## src/hw/mad_pkg.sv

```systemverilog
// Shared constants for the sector-0 instruction datapath and its register map.
package mad_pkg;
	// System clocks in one instruction cycle.
	localparam int unsigned ICYC_CLKS = 4;
	// Direct addressing reaches sector 0 only, 128 bytes.
	localparam int unsigned MEM_AW = 7;
	localparam int unsigned PC_W = 12;
	localparam int unsigned STACK_D = 4;
	localparam int unsigned FLAG_W = 6;
	// Data memory location that aliases the program counter low byte.
	localparam logic [6:0] PCLOW_ADDR = 7'h06;
	// Register byte offsets.
	localparam logic [7:0] R_OPCODE = 8'h00;
	localparam logic [7:0] R_ACC = 8'h04;
	localparam logic [7:0] R_FLAGS = 8'h08;
	localparam logic [7:0] R_PC = 8'h0c;
	localparam logic [7:0] R_MADDR = 8'h10;
	localparam logic [7:0] R_MDATA = 8'h14;
	localparam logic [7:0] R_STATE = 8'h18;
	// Opcode word fields.
	localparam int unsigned OP_TOMEM = 5;
	localparam int unsigned OP_IMM = 6;
	localparam int unsigned OP_BIT_LSB = 8;
	localparam int unsigned OP_ARG_LSB = 16;
	// Flag register bit positions.
	localparam int unsigned F_ZERO = 0;
	localparam int unsigned F_CARRY = 1;
	localparam int unsigned F_NIB = 2;
	localparam int unsigned F_SRANGE = 3;
	localparam int unsigned F_SCMP = 4;
	localparam int unsigned F_CHZ = 5;
	// Function codes in opcode bits 4..0; unknown codes act as no operation.
	localparam logic [4:0] FN_ADD = 5'h00;
	localparam logic [4:0] FN_ADD_C = 5'h01;
	localparam logic [4:0] FN_SUB = 5'h02;
	localparam logic [4:0] FN_SUB_B = 5'h03;
	localparam logic [4:0] FN_AND = 5'h04;
	localparam logic [4:0] FN_OR = 5'h05;
	localparam logic [4:0] FN_XOR = 5'h06;
	localparam logic [4:0] FN_INVERT = 5'h07;
	localparam logic [4:0] FN_PLUS1 = 5'h08;
	localparam logic [4:0] FN_MINUS1 = 5'h09;
	localparam logic [4:0] FN_ROT_R = 5'h0a;
	localparam logic [4:0] FN_ROT_L = 5'h0b;
	localparam logic [4:0] FN_ROT_RC = 5'h0c;
	localparam logic [4:0] FN_ROT_LC = 5'h0d;
	localparam logic [4:0] FN_BCD_ADJ = 5'h0e;
	localparam logic [4:0] FN_BIT_SET = 5'h0f;
	localparam logic [4:0] FN_BIT_CLR = 5'h10;
	localparam logic [4:0] FN_JUMP = 5'h11;
	localparam logic [4:0] FN_CALL = 5'h12;
	localparam logic [4:0] FN_EXIT = 5'h13;
	localparam logic [4:0] FN_SKIP_Z = 5'h14;
	localparam logic [4:0] FN_SKIP_NZ = 5'h15;
	localparam logic [4:0] FN_SKIP_BZ = 5'h16;
	localparam logic [4:0] FN_SKIP_BNZ = 5'h17;
	// Decimal adjust constants.
	localparam logic [3:0] BCD_DIGIT_MAX = 4'h9;
	localparam logic [8:0] BCD_LO_FIX = 9'h006;
	localparam logic [8:0] BCD_HI_FIX = 9'h060;
	// AXI responses.
	localparam logic [1:0] RESP_OKAY = 2'h0;
	localparam logic [1:0] RESP_SLVERR = 2'h2;
endpackage

```

## src/hw/mad_ram.sv

```systemverilog
// Sector-0 data memory with a registered read port.
`timescale 1ns/1ps
module mad_ram #(
	parameter int unsigned AW = 7,
	parameter int unsigned DW = 8
) (
	input  wire logic          aclk,
	input  wire logic          we,
	input  wire logic          re,
	input  wire logic [AW-1:0] addr,
	input  wire logic [DW-1:0] wdata,
	output logic      [DW-1:0] rdata_q
);
	logic [DW-1:0] mem [2**AW];

	// A read in the cycle of a write to the same byte returns the old value.
	always_ff @(posedge aclk) begin
		if (we) begin
			mem[addr] <= wdata;
		end
		if (re) begin
			rdata_q <= mem[addr];
		end
	end
endmodule // mad_ram

```

## src/hw/mad_core.sv

```systemverilog
// Sector-0 instruction datapath of the 8-bit core with its AXI4-Lite register slave.
//
// The AXI4-Lite interface to the registers and the address map were chosen for this implementation.
`timescale 1ns/1ps
// Summary of operation
// - Additions from memory or immediate finish in one cycle, updating five flags.
// - Subtractions update the same five flags plus the chained zero flag.
// - Memory-destination subtraction writes accumulator minus byte back to memory.
// - Memory-destination add with carry writes accumulator plus byte, and carry, to memory; plain add omits carry.
// - Decimal adjust corrects the accumulator into memory, changing only carry.
// - AND, OR, XOR into the accumulator change only zero.
// - Memory-destination logic ops write memory, keep accumulator, change only zero.
// - Complement inverts all bits to memory or accumulator, changing only zero.
// - Increment and decrement change by one, changing only zero.
// - Plain rotates shift circularly by one and keep every flag.
// - Rotates through carry use carry as ninth bit, changing only carry.
// - Carry marks sums above 255; in subtraction a clear carry marks differences below 0.
// - Logic ops set zero exactly when their result is zero.
// - Bit set and clear change only the selected bit, internally read-modify-write.
// - Return resumes after the call; jump records no return point.
// - Conditional skips test a byte or bit and skip the next instruction.
// - Direct addressing reaches sector 0 only.
// - Writing the program counter low byte takes two instruction cycles.
// - A taken skip takes two cycles, an untaken one cycle.
module mad_core #(
	parameter int unsigned A_W = 8
) (
	input  wire logic           aclk,
	input  wire logic           aresetn,
	input  wire logic [A_W-1:0] s_axi_awaddr,
	input  wire logic           s_axi_awvalid,
	output logic                s_axi_awready,
	input  wire logic [31:0]    s_axi_wdata,
	input  wire logic [3:0]     s_axi_wstrb,
	input  wire logic           s_axi_wvalid,
	output logic                s_axi_wready,
	output logic [1:0]          s_axi_bresp,
	output logic                s_axi_bvalid,
	input  wire logic           s_axi_bready,
	input  wire logic [A_W-1:0] s_axi_araddr,
	input  wire logic           s_axi_arvalid,
	output logic                s_axi_arready,
	output logic [31:0]         s_axi_rdata,
	output logic [1:0]          s_axi_rresp,
	output logic                s_axi_rvalid,
	input  wire logic           s_axi_rready
);
	localparam int unsigned DIV_W = $clog2(mad_pkg::ICYC_CLKS);
	localparam int unsigned PW = mad_pkg::PC_W;

	typedef enum logic [1:0] {ST_IDLE, ST_FETCH, ST_EXEC, ST_HOLD} mad_st_t;
	typedef struct packed {
		mad_st_t                                st;
		logic [DIV_W-1:0]                       div;
		logic [31:0]                            opcode;
		logic [7:0]                             acc;
		logic [mad_pkg::FLAG_W-1:0]             flags;
		logic [PW-1:0]                          pc;
		logic [mad_pkg::STACK_D-1:0][PW-1:0]    stack;
		logic [mad_pkg::MEM_AW-1:0]             maddr;
		logic [1:0]                             last_cyc;
		logic                                   skipped;
		logic                                   awready;
		logic                                   bvalid;
		logic [1:0]                             bresp;
		logic                                   arready;
		logic                                   rpend;
		logic [A_W-1:0]                         raddr;
		logic                                   rvalid;
		logic [1:0]                             rresp;
		logic [31:0]                            rdata;
	} mad_state_t;

	mad_state_t                 s;
	mad_state_t                 n;
	logic                       tick;
	logic                       commit;
	logic [4:0]                 fn;
	logic                       to_mem;
	logic [PW-1:0]              arg;
	logic [mad_pkg::MEM_AW-1:0] op_addr;
	logic                       pcl_hit;
	logic [7:0]                 mem_rdata;
	logic [7:0]                 opnd;
	logic [7:0]                 bmask;
	logic                       sub;
	logic [7:0]                 b_in;
	logic                       cin;
	logic [8:0]                 sum9;
	logic [4:0]                 nib5;
	logic                       ovf;
	logic [8:0]                 bcd_t;
	logic [8:0]                 bcd_u;
	logic [7:0]                 res;
	logic [mad_pkg::FLAG_W-1:0] fl;
	logic                       dst_mem;
	logic                       dst_acc;
	logic                       is_skip;
	logic                       skip;
	logic                       two;
	logic [PW-1:0]              pc_n;
	logic                       mem_we;
	logic                       mem_re;
	logic [mad_pkg::MEM_AW-1:0] mem_addr;
	logic [7:0]                 mem_wdata;
	logic                       aw_hs;
	logic [31:0]                wview;
	logic [31:0]                wm;
	logic [31:0]                rview;

	// Register view of one address, shared by reads and by strobe merges.
	function automatic logic [31:0] reg_view(input logic [A_W-1:0] ad);
		logic [31:0] v;
		v = 32'h0000_0000;
		if (ad == A_W'(mad_pkg::R_OPCODE)) v = s.opcode;
		if (ad == A_W'(mad_pkg::R_ACC)) v[7:0] = s.acc;
		if (ad == A_W'(mad_pkg::R_FLAGS)) v[mad_pkg::FLAG_W-1:0] = s.flags;
		if (ad == A_W'(mad_pkg::R_PC)) v[PW-1:0] = s.pc;
		if (ad == A_W'(mad_pkg::R_MADDR)) v[mad_pkg::MEM_AW-1:0] = s.maddr;
		if (ad == A_W'(mad_pkg::R_MDATA)) v[7:0] = mem_rdata;
		if (ad == A_W'(mad_pkg::R_STATE)) v[3:0] = {s.skipped, s.last_cyc, s.st != ST_IDLE};
		return v;
	endfunction

	// True for the offsets that exist; anything else answers with a slave error.
	function automatic logic mapped(input logic [A_W-1:0] ad);
		return ad == A_W'(mad_pkg::R_OPCODE) || ad == A_W'(mad_pkg::R_ACC) ||
			ad == A_W'(mad_pkg::R_FLAGS) || ad == A_W'(mad_pkg::R_PC) ||
			ad == A_W'(mad_pkg::R_MADDR) || ad == A_W'(mad_pkg::R_MDATA) ||
			ad == A_W'(mad_pkg::R_STATE);
	endfunction

	mad_ram #(
		.AW(mad_pkg::MEM_AW),
		.DW(8)
	) u_ram (
		.aclk    (aclk),
		.we      (mem_we),
		.re      (mem_re),
		.addr    (mem_addr),
		.wdata   (mem_wdata),
		.rdata_q (mem_rdata)
	);

	// Opcode decode; the operand address is cut to sector 0 width.
	assign fn = s.opcode[4:0];
	assign to_mem = s.opcode[mad_pkg::OP_TOMEM];
	assign arg = s.opcode[mad_pkg::OP_ARG_LSB +: PW];
	assign op_addr = arg[mad_pkg::MEM_AW-1:0];
	assign pcl_hit = op_addr == mad_pkg::PCLOW_ADDR;
	assign opnd = s.opcode[mad_pkg::OP_IMM] ? arg[7:0] : (pcl_hit ? s.pc[7:0] : mem_rdata);
	assign bmask = 8'h01 << s.opcode[mad_pkg::OP_BIT_LSB +: 3];
	assign tick = s.div == DIV_W'(mad_pkg::ICYC_CLKS - 1);
	assign commit = s.st == ST_EXEC && tick;
	assign aw_hs = s.awready && s_axi_awvalid && s_axi_wvalid;

	// One adder serves add and subtract; subtract adds the inverted operand.
	assign sub = fn == mad_pkg::FN_SUB || fn == mad_pkg::FN_SUB_B;
	assign b_in = sub ? ~opnd : opnd;
	assign cin = (fn == mad_pkg::FN_ADD_C || fn == mad_pkg::FN_SUB_B) ? s.flags[mad_pkg::F_CARRY] : sub;
	assign sum9 = {1'b0, s.acc} + {1'b0, b_in} + {8'h00, cin};
	assign nib5 = {1'b0, s.acc[3:0]} + {1'b0, b_in[3:0]} + {4'h0, cin};
	assign ovf = (s.acc[7] == b_in[7]) && (sum9[7] != s.acc[7]);
	// Decimal adjust: low digit first, then the high digit sees the low fix-up.
	assign bcd_t = (s.acc[3:0] > mad_pkg::BCD_DIGIT_MAX || s.flags[mad_pkg::F_NIB]) ?
		{1'b0, s.acc} + mad_pkg::BCD_LO_FIX : {1'b0, s.acc};
	assign bcd_u = (bcd_t[7:4] > mad_pkg::BCD_DIGIT_MAX || bcd_t[8] ||
		s.flags[mad_pkg::F_CARRY]) ? bcd_t + mad_pkg::BCD_HI_FIX : bcd_t;

	// Result, flags and destination of the instruction held in the opcode register.
	always_comb begin
		res = opnd;
		fl = s.flags;
		dst_mem = to_mem;
		dst_acc = !to_mem;
		is_skip = 1'b0;
		skip = 1'b0;
		two = 1'b0;
		pc_n = s.pc + PW'(1);
		case (fn)
			mad_pkg::FN_ADD, mad_pkg::FN_ADD_C, mad_pkg::FN_SUB, mad_pkg::FN_SUB_B: begin
				res = sum9[7:0];
				fl[mad_pkg::F_ZERO] = sum9[7:0] == 8'h00;
				fl[mad_pkg::F_CARRY] = sum9[8];
				fl[mad_pkg::F_NIB] = nib5[4];
				fl[mad_pkg::F_SRANGE] = ovf;
				fl[mad_pkg::F_SCMP] = sum9[7] ^ ovf;
				if (sub) begin
					fl[mad_pkg::F_CHZ] = (sum9[7:0] == 8'h00) &&
						(fn == mad_pkg::FN_SUB || s.flags[mad_pkg::F_CHZ]);
				end
			end
			mad_pkg::FN_AND, mad_pkg::FN_OR, mad_pkg::FN_XOR, mad_pkg::FN_INVERT,
			mad_pkg::FN_PLUS1, mad_pkg::FN_MINUS1: begin
				case (fn)
					mad_pkg::FN_AND: res = s.acc & opnd;
					mad_pkg::FN_OR: res = s.acc | opnd;
					mad_pkg::FN_XOR: res = s.acc ^ opnd;
					mad_pkg::FN_INVERT: res = ~opnd;
					mad_pkg::FN_PLUS1: res = opnd + 8'h01;
					default: res = opnd - 8'h01;
				endcase
				fl[mad_pkg::F_ZERO] = res == 8'h00;
			end
			mad_pkg::FN_ROT_R: res = {opnd[0], opnd[7:1]};
			mad_pkg::FN_ROT_L: res = {opnd[6:0], opnd[7]};
			mad_pkg::FN_ROT_RC: begin
				res = {s.flags[mad_pkg::F_CARRY], opnd[7:1]};
				fl[mad_pkg::F_CARRY] = opnd[0];
			end
			mad_pkg::FN_ROT_LC: begin
				res = {opnd[6:0], s.flags[mad_pkg::F_CARRY]};
				fl[mad_pkg::F_CARRY] = opnd[7];
			end
			mad_pkg::FN_BCD_ADJ: begin
				res = bcd_u[7:0];
				fl[mad_pkg::F_CARRY] = s.flags[mad_pkg::F_CARRY] | bcd_u[8];
				dst_mem = 1'b1;
				dst_acc = 1'b0;
			end
			mad_pkg::FN_BIT_SET, mad_pkg::FN_BIT_CLR: begin
				res = (fn == mad_pkg::FN_BIT_SET) ? opnd | bmask : opnd & ~bmask;
				dst_mem = 1'b1;
				dst_acc = 1'b0;
			end
			mad_pkg::FN_JUMP, mad_pkg::FN_CALL, mad_pkg::FN_EXIT: begin
				pc_n = (fn == mad_pkg::FN_EXIT) ? s.stack[0] : arg;
				two = 1'b1;
				dst_mem = 1'b0;
				dst_acc = 1'b0;
			end
			mad_pkg::FN_SKIP_Z, mad_pkg::FN_SKIP_NZ, mad_pkg::FN_SKIP_BZ, mad_pkg::FN_SKIP_BNZ: begin
				is_skip = 1'b1;
				skip = fn[1] ? ((opnd & bmask) == 8'h00) : (opnd == 8'h00);
				skip = skip ^ fn[0];
				two = skip;
				pc_n = s.pc + (skip ? PW'(2) : PW'(1));
				dst_mem = 1'b0;
				dst_acc = 1'b0;
			end
			default: begin
				dst_mem = 1'b0;
				dst_acc = 1'b0;
			end
		endcase
		// A store to the aliased location reloads the low program counter byte.
		if (dst_mem && pcl_hit) begin
			pc_n = {s.pc[PW-1:8], res};
			two = 1'b1;
		end
	end

	// Bus writes merge by byte strobe with the current view of the register.
	assign wview = reg_view(s_axi_awaddr);
	always_comb begin
		for (int i = 0; i < 4; i++) begin
			wm[8*i +: 8] = s_axi_wstrb[i] ? s_axi_wdata[8*i +: 8] : wview[8*i +: 8];
		end
	end
	assign rview = reg_view(s.raddr);

	// Memory port: the datapath owns it while executing, the bus only when idle.
	always_comb begin
		mem_re = s.st == ST_FETCH;
		mem_we = commit && dst_mem && !pcl_hit;
		mem_addr = (s.st == ST_IDLE) ? s.maddr : op_addr;
		mem_wdata = (s.st == ST_IDLE) ? s_axi_wdata[7:0] : res;
		if (s.arready && s_axi_arvalid && s_axi_araddr == A_W'(mad_pkg::R_MDATA)) begin
			mem_re = 1'b1;
		end
		if (aw_hs && s_axi_awaddr == A_W'(mad_pkg::R_MDATA) && s_axi_wstrb[0]) begin
			mem_we = 1'b1;
		end
	end

	// Next state: divider, sequencer, commit and the AXI4-Lite slave.
	always_comb begin
		n = s;
		n.div = tick ? '0 : s.div + DIV_W'(1);
		case (s.st)
			ST_FETCH: n.st = ST_EXEC;
			ST_EXEC: begin
				if (commit) begin
					n.acc = dst_acc ? res : s.acc;
					n.flags = fl;
					n.pc = pc_n;
					n.skipped = skip;
					n.last_cyc = two ? 2'd2 : 2'd1;
					n.st = two ? ST_HOLD : ST_IDLE;
					if (fn == mad_pkg::FN_CALL) begin
						n.stack = {s.stack[mad_pkg::STACK_D-2:0], s.pc + PW'(1)};
					end
					if (fn == mad_pkg::FN_EXIT) begin
						n.stack = {PW'(0), s.stack[mad_pkg::STACK_D-1:1]};
					end
				end
			end
			ST_HOLD: n.st = tick ? ST_IDLE : ST_HOLD;
			default: n.st = ST_IDLE;
		endcase
		// Writes wait while an instruction runs, so no register changes under it.
		if (s.st == ST_IDLE && s_axi_awvalid && s_axi_wvalid && !s.awready && !s.bvalid &&
			!s.arready && !s.rpend) begin
			n.awready = 1'b1;
		end
		if (aw_hs) begin
			n.awready = 1'b0;
			n.bvalid = 1'b1;
			n.bresp = mapped(s_axi_awaddr) ? mad_pkg::RESP_OKAY : mad_pkg::RESP_SLVERR;
			if (s_axi_awaddr == A_W'(mad_pkg::R_OPCODE)) begin
				n.opcode = wm;
				n.st = ST_FETCH;
			end
			if (s_axi_awaddr == A_W'(mad_pkg::R_ACC)) n.acc = wm[7:0];
			if (s_axi_awaddr == A_W'(mad_pkg::R_FLAGS)) n.flags = wm[mad_pkg::FLAG_W-1:0];
			if (s_axi_awaddr == A_W'(mad_pkg::R_PC)) n.pc = wm[PW-1:0];
			if (s_axi_awaddr == A_W'(mad_pkg::R_MADDR)) n.maddr = wm[mad_pkg::MEM_AW-1:0];
		end
		if (s.bvalid && s_axi_bready) begin
			n.bvalid = 1'b0;
		end
		// A memory read is only taken when the port cannot be claimed by the datapath.
		if (s_axi_arvalid && !s.arready && !s.rpend && !s.rvalid &&
			(s_axi_araddr != A_W'(mad_pkg::R_MDATA) || (s.st == ST_IDLE && !s.awready))) begin
			n.arready = 1'b1;
		end
		if (s.arready && s_axi_arvalid) begin
			n.arready = 1'b0;
			n.rpend = 1'b1;
			n.raddr = s_axi_araddr;
		end
		if (s.rpend) begin
			n.rpend = 1'b0;
			n.rvalid = 1'b1;
			n.rdata = rview;
			n.rresp = mapped(s.raddr) ? mad_pkg::RESP_OKAY : mad_pkg::RESP_SLVERR;
		end
		if (s.rvalid && s_axi_rready) begin
			n.rvalid = 1'b0;
		end
	end

	// Single register stage for all state.
	always_ff @(posedge aclk) begin
		if (!aresetn) begin
			s <= '0;
		end else begin
			s <= n;
		end
	end

	assign s_axi_awready = s.awready;
	assign s_axi_wready = s.awready;
	assign s_axi_bvalid = s.bvalid;
	assign s_axi_bresp = s.bresp;
	assign s_axi_arready = s.arready;
	assign s_axi_rvalid = s.rvalid;
	assign s_axi_rresp = s.rresp;
	assign s_axi_rdata = s.rdata;

	// Helper: reference sum built apart from the shared adder.
	logic [8:0] ref_add;
	assign ref_add = {1'b0, s.acc} + {1'b0, opnd};
endmodule // mad_core

```

## config.mk

```make
export PLATFORM = sky130hd
export DESIGN_NAME = mad_core
export DESIGN_NICKNAME = d
export VERILOG_FILES = /design/src/hw/mad_pkg.sv /design/src/hw/mad_ram.sv /design/src/hw/mad_core.sv
export SDC_FILE = /design/constraint.sdc
export NUM_CORES = 2
export LEC_CHECK = 0
export ABC_AREA = 1
export BUFFER_PORTS_ARGS = -buffer_cell sky130_fd_sc_hd__buf_2
export CORE_ASPECT_RATIO = 0.75
export CORE_MARGIN = 2
export CORE_UTILIZATION = 25
export DETAILED_ROUTE_END_ITERATION = 10
export PLACE_DENSITY = 0.46
export RECOVER_POWER = 50
export SYNTH_ARGS = -nofsm -noshare
export SYNTH_HDL_FRONTEND = slang
export SYNTH_SLANG_ARGS = --single-unit
```

## constraint.sdc

```tcl
create_clock -name aclk -period 24.1 [get_ports aclk]
set_input_delay 2.41 -clock aclk [delete_from_list [all_inputs] [get_ports aclk]]
set_output_delay 2.41 -clock aclk [all_outputs]
set_load 0.1 [all_outputs]
```

# Word level (Yosys, flattened, before mapping)
# Memories as Yosys holds them, arrays and structs flattened. A register that Yosys moved wholly into a read port is not among the register bits.
# Index checks and enable logic that the tools add are counted.
[word_totals]
ff_bits = 169
mem_bits_rw = 1024
elab_cells = 246
mem_count = 1
output_inout_bits = 41
input_bits = 59
[classes]
addsub = 11
eq_ne = 47
bitwise_logic = 12
reduce_logical = 81
shift = 1
muxes = 66
n_lt_le_gt_ge = 2
[memory_table]
columns = ["memory", "words", "word_bits", "rd", "rd_clocked_by_memory_dff", "wr", "line_no", "source"]
rows = [
  ["u_ram.mem", 128, 8, 1, 1, 1, "mad_ram.sv:14", "logic [DW-1:0] mem [2**AW];"],
]
[op_table]
columns = ["op", "n"]
rows = [
  ["$mux 74", 2],
  ["$mux 8", 16],
  ["$mux 48", 2],
  ["$mux 32", 2],
  ["$pmux 8 s8", 1],
  ["$mux 12", 5],
  ["$eq 8x5->1 const B", 7],
  ["$logic_not 8->1", 6],
  ["$eq 5x4->1 const B", 8],
  ["$eq 5x5->1 const B", 8],
  ["$pmux 8 s5", 1],
  ["$eq 8x4->1 const B", 4],
  ["$mux 26", 1],
  ["$logic_and 1x1->1", 25],
  ["$and 8x8->8", 3],
  ["$pmux 12 s2", 1],
  ["$mux 7", 3],
  ["$eq 5x3->1 const B", 4],
  ["$logic_or 1x1->1", 19],
  ["$mux 2", 9],
  ["$mux 6", 3],
  ["$mux 9", 2],
  ["$eq 8x3->1 const B", 2],
  ["$not 8->8", 2],
  ["other kinds (43)", 84],
]

# Longest topological paths before layout
[logic_depth]
word_depth = 15
depth_mapped = 27
mapped_depth_nobuf = 27

# Cells and area by module
# From an unflattened synthesis, not the netlist that was laid out.
[unflattened]
cells_unflattened = 6021
area_unflattened_um2 = 55074.1
[by_module_without_submodules]
columns = ["mod", "area_per_inst_um2", "cells_each", "seq_area_each_um2", "n_inst"]
rows = [
  ["mad_ram", 44056.0, 4402, 30989.7, 1],
  ["mad_core", 11018.1, 1619, 3343.2, 1],
]

# Worst setup path before layout
# Ideal clock, no wire load.
[synth_path]
path_type = "register to register"
start = "register s (netlist bit fn[2])"
end = "memory u_ram.mem[0][6] (data pin)"
path_buffers = 0
setup_time_ns = 1.197
period_less_slack_ns = 9.096
t_required_ns = 22.903
arrival_time_ns = 7.899
stages_incl_launch_ff = 19
slack_ns = 15.004
cell_sequence = "dfxtp_1 nor2_1 inv_1 nor2_1 inv_1 nor2_1 xor2_1 fa_1 inv_1 fa_1 nand3_1 a21oi_1 o21ai_0 a21boi_0 nor2_1 a21oi_1 nand3_1 o21ai_0 o21ai_0"
[synth_via]
elab_chain_len = 7
word_cells_on_any_way = 31
cone_classes = "2 x add/sub; 16 x eq/ne; 7 x mux; 6 x reduce/logical"
[synth_lines]
columns = ["element", "line_no", "source"]
rows = [
  ["from (decl)", "mad_core.sv:74", "mad_state_t s;"],
  ["from (signal assigned)", "mad_core.sv:348", "s <= n;"],
  ["$eq 5x2->1 (on tied branches)", "mad_core.sv:158, mad_core.sv:180, mad_core.sv:160", ""],
  ["$logic_or 1x1->1", "mad_core.sv:158", "assign sub = fn == mad_pkg::FN_SUB || fn == mad_pkg::FN_SUB_B;"],
  ["$mux 8", "mad_core.sv:159", "assign b_in = sub ? ~opnd : opnd;"],
  ["$add 8x8->9", "mad_core.sv:161", "assign sum9 = {1'b0, s.acc} + {1'b0, b_in} + {8'h00, cin};"],
  ["$add 9x1->9", "mad_core.sv:161", ""],
  ["$pmux 8 s8 (*)", "mad_core.sv:180", "case (fn)"],
  ["$mux 8 (*)", "mad_core.sv:267", "mem_wdata = (s.st == ST_IDLE) ? s_axi_wdata[7:0] : res;"],
  ["named net mem_wdata[6]", "mad_core.sv:105", "logic [7:0] mem_wdata;"],
  ["to (decl)", "mad_ram.sv:14", ""],
]
# The timed path passes the listed nets; every way through them passes the cells marked *. The select of a mux whose other input is x is not followed.

# Worst setup path in the final report
[layout_path]
start = "register s (netlist bit fn[0])"
end = "memory u_ram.mem[42][1] (data pin)"
# Same word-level chain as after synthesis.

==> impl_results.md <==
* XOR/XNOR Fraction of Synth Area at 0.005001
* Maxcap violations at 16
* Fmax at 0.08644 GHz
* Worst hold start: s[165]
* Vias in the first global route at 32830
* Final GP Congestion at 0.9512
* Slew HR at -4.377
* Row count at 140
* Yosys warning total at 0
* Post-Route Setup TNS at 0 ns
* Clk_lat worst skew at 0.76 ns
* Crit path launch type: register
* Synth Area in Compound Gates at 0.1389
* Psw at 0.0009017 W
* Routed vias/inst at 5.117
* Global Route Usage Sum at 0.1643
* Peak supply drop at 0.06268 mV
* Antenna viol nets, final at 0
* Post-synth EDFFs at 1032
* RSZ-0062 raised after global routing: false
* Top Ports at 100
* Hold buffer count at cts at 0
* Top-area cell type share of the netlist area at 0.6320
* Gate Count Post-Synth at 3956
* Power per cell area at 74.80 mW/mm2
* Sequential power share at 0.540
* Die width at 515.4 um
* DRC at 0
* Grt peak-use layer: met1
* Initial antenna violation count at 5
* Leak at 17.62 nW
* Fin crit period at 11.57 ns
* Sequential cell area fraction in the yosys report at 0.7002
* Internal power at 0.003285 W
* Area Overhead vs Synth at 14.15%
* R2r startpoint: fn[0]
* Failing checks: max-capacitance violations, max-slew violations
* Initial Util at 0.2520
* Worst hold path depth at 1
* CTS Sinks at 1199
* CP cell instances: inv_1 -> nand2_1 -> nor3_1 -> inv_1 -> nand3_1 -> inv_1 -> o21ai_0 -> o21ai_0 -> nand4_1 -> o21ai_0 -> clkbuf_1 -> o21ai_4 -> clkbuf_1
* H-tree depth at 3
* CTS tree: yes
* Worst hold path type: register to register
* FF+latch count, synth at 1199
* CP peak stage delay at 5.58 ns
* Most frequent cells in the layout: edfxtp_1, nand2_1, a22oi_1
* Status: finished with violations
* Power share of the combinational group at 0.020
* HPWL after DPL at 106.0 mm
* Final net count at 4096
* Clock Pin Slew Worst Setup and Hold Paths at 0.06 ns
* Clock share of power at 0.439
* Post-CTS sizing at 0
* DRT iter0 DRCs at 4630
* CP arrival at 10.88 ns
* Met1 usage at 0.2578
* Multiplexer share of the synthesized area at 0
* Worst setup path category: register to register
* WP data required at 23.41 ns
* Simple-gate share of the synthesized area at 0.1063
* Die area at 0.1997 mm2
* Crit-path leading delay family: buffers and inverters
* Adder-cell share of the synthesized area at 0.009900
* Slew Viols, Final at 1042
* Worst path buffer plus inverter count at 5
* Final WL at 169.6 mm
* Final Cycle Share at 0.4800
* Core Region at 0.1946 mm2
* Setup Skew at 0.08262 ns
* Synth area leaders: edfxtp_1, dfxtp_1, a22oi_1
* Dominant cell type by area after synthesis: edfxtp_1
* Layout cells sized above 1 at 0.07809
* Switch share at 0.2153
* CTS Root Cell: clkbuf_16
* Commonest non-fill, non-tap cell in the layout: edfxtp_1
* Area occupied by registers at 0.03433 mm2
* Fin. Hold Viols at 0
* Deepest clock path buffer count at 3
* Area of the multi-input gates at 0.01284 mm2
* Met2 global-route usage at 0.2306
* Crit path max-delay cell type: clkbuf_1
* Critical path depth at 13
* Met3 Usage GRT at 0.03197
* R2R setup slack at 12.53 ns
* Distinct cells, synth at 60
* Count of final setup violators at 0
* Per-cell routed wire length at 25.21 um
* Largest net degree at the start of global routing at 131
* Filler cell count at 19880
* Prevailing post-synth register cell: edfxtp_1
* Post-CTS Setup Inserts at 0
* Die Y at 387.5 um
* Final Util at 0.2876
* Cts bufs inserted at 121
* Drt pass-1 iters at 5
* Ys async rst share at 0
* First-pass GRT wire length at 242.8 mm
* Avg Synthesized Cell Area at 12.39 um2
* R2R depth at 13
* Post-Syn Area at 0.04903 mm2
* # port buffers at 97
* Worst Tran Pin Value at 8.065 ns
* Dominant combinational cell family by area after synthesis: compound AO/OA/AOI/OAI gates
* Critical R2R Capture: u_ram.mem[42][1]
* Min-Delay Endpoint: s[165]
* Crit end category: register
* Grt total ovfl at 0
* Routed via count at 34420
* Max Fanout on Critical Path at 128
## area by class of cell
class / count / area share
Sequential cell: 1199 / 0.6134
Multi-Input combinational cell: 2297 / 0.2294
Tap cell: 2627 / 0.05872
Clock buffer: 152 / 0.05787
Inverter: 221 / 0.01538
Timing Repair Buffer: 160 / 0.01516
Clock inverter: 69 / 0.009992
Antenna cell: 2 / 0.00008942
## state kept, by name, indices dropped and copies added (netlist names)
signal,cells
arg,12
fn,5
s,112
s_axi_arready,1
s_axi_awready,1
s_axi_bresp,1
s_axi_bvalid,1
s_axi_rdata,32
s_axi_rresp,1
s_axi_rvalid,1
u_ram.mem,1024
u_ram.rdata_q,8
## stage by stage
step	std cells	hold WS, ns	power (W)	setup WS [ns]	area [um2]
2_1_floorplan	3957	0.4043	0.002349	15.00	49040
3_3_place_gp	6504	0.4160	0.002387	17.74	52400
3_5_place_dp	6504	0.4222	0.002387	17.73	52400
4_1_cts	6725	0.4405	0.004212	18.18	56190
5_1_grt	6725	0.4778	0.004295	11.86	55970
6_report	6727	0.4419	0.004187	12.53	55970
## metal layers
metal	routed length [um]	vias up
li1	-	14990
met1	82190	17710
met2	70790	1532
met3	13620	191
met4	2987	0
met5	0	-
## power by group through the flow
stage	sequential (W)	clock [W]	combinational (W)
3_5_place_dp	0.00230	0	0.0000881
5_1_grt	0.00226	0.00194	0.0000907
6_report	0.00226	0.00184	0.0000853
3_3_place_gp	0.00230	0	0.0000882
4_1_cts	0.00225	0.00187	0.0000883
2_1_floorplan	0.00231	0	0.0000374
## synth_stat cells, types with 52 or more instances
cell and count:
clkbuf_1 121, nor2_1 257, inv_1 205, o21ai_0 219, nand2_1 583, edfxtp_1 1032, dfxtp_1 167, a21oi_1 209
a22oi_1 322, a221oi_1 72, nand4_1 131, nand3_1 158, buf_2 52
## worst reg2reg max path: stages (launching register included)
cell      delay, ns
dfxtp_1        0.40
inv_1          0.55
nand2_1        0.25
nor3_1         1.08
inv_1          0.09
nand3_1        0.38
inv_1          0.23
o21ai_0        0.51
o21ai_0        0.23
nand4_1        0.15
o21ai_0        0.11
clkbuf_1       0.26
o21ai_4        0.18
clkbuf_1       5.58
## worst max-delay path by stage
stage                     from          endpoint
2_1_floorplan            fn[2]   u_ram.mem[0][6]
5_1_grt                  fn[0]  u_ram.mem[54][1]
6_report                 fn[0]  u_ram.mem[42][1]
3_5_place_dp   s_axi_awaddr[1]  u_ram.mem[90][1]
4_1_cts                 arg[4]  u_ram.mem[42][6]
3_3_place_gp   s_axi_awaddr[1]  u_ram.mem[90][1]
## logic make-up (layout without fill, tap and decap cells)
family / after synthesis / after routing
AO/OA/AOI/OAI: 1033 / 1033
XOR/XNOR: 28 / 28
adder cells (fa/ha/maj): 37 / 37
buffers and inverters: 461 / 602
flip-flops: 1199 / 1199
other: 1 / 4
AND/OR/NAND/NOR: 1197 / 1197
No activity file was read; power rests on OpenSTA's default activity.
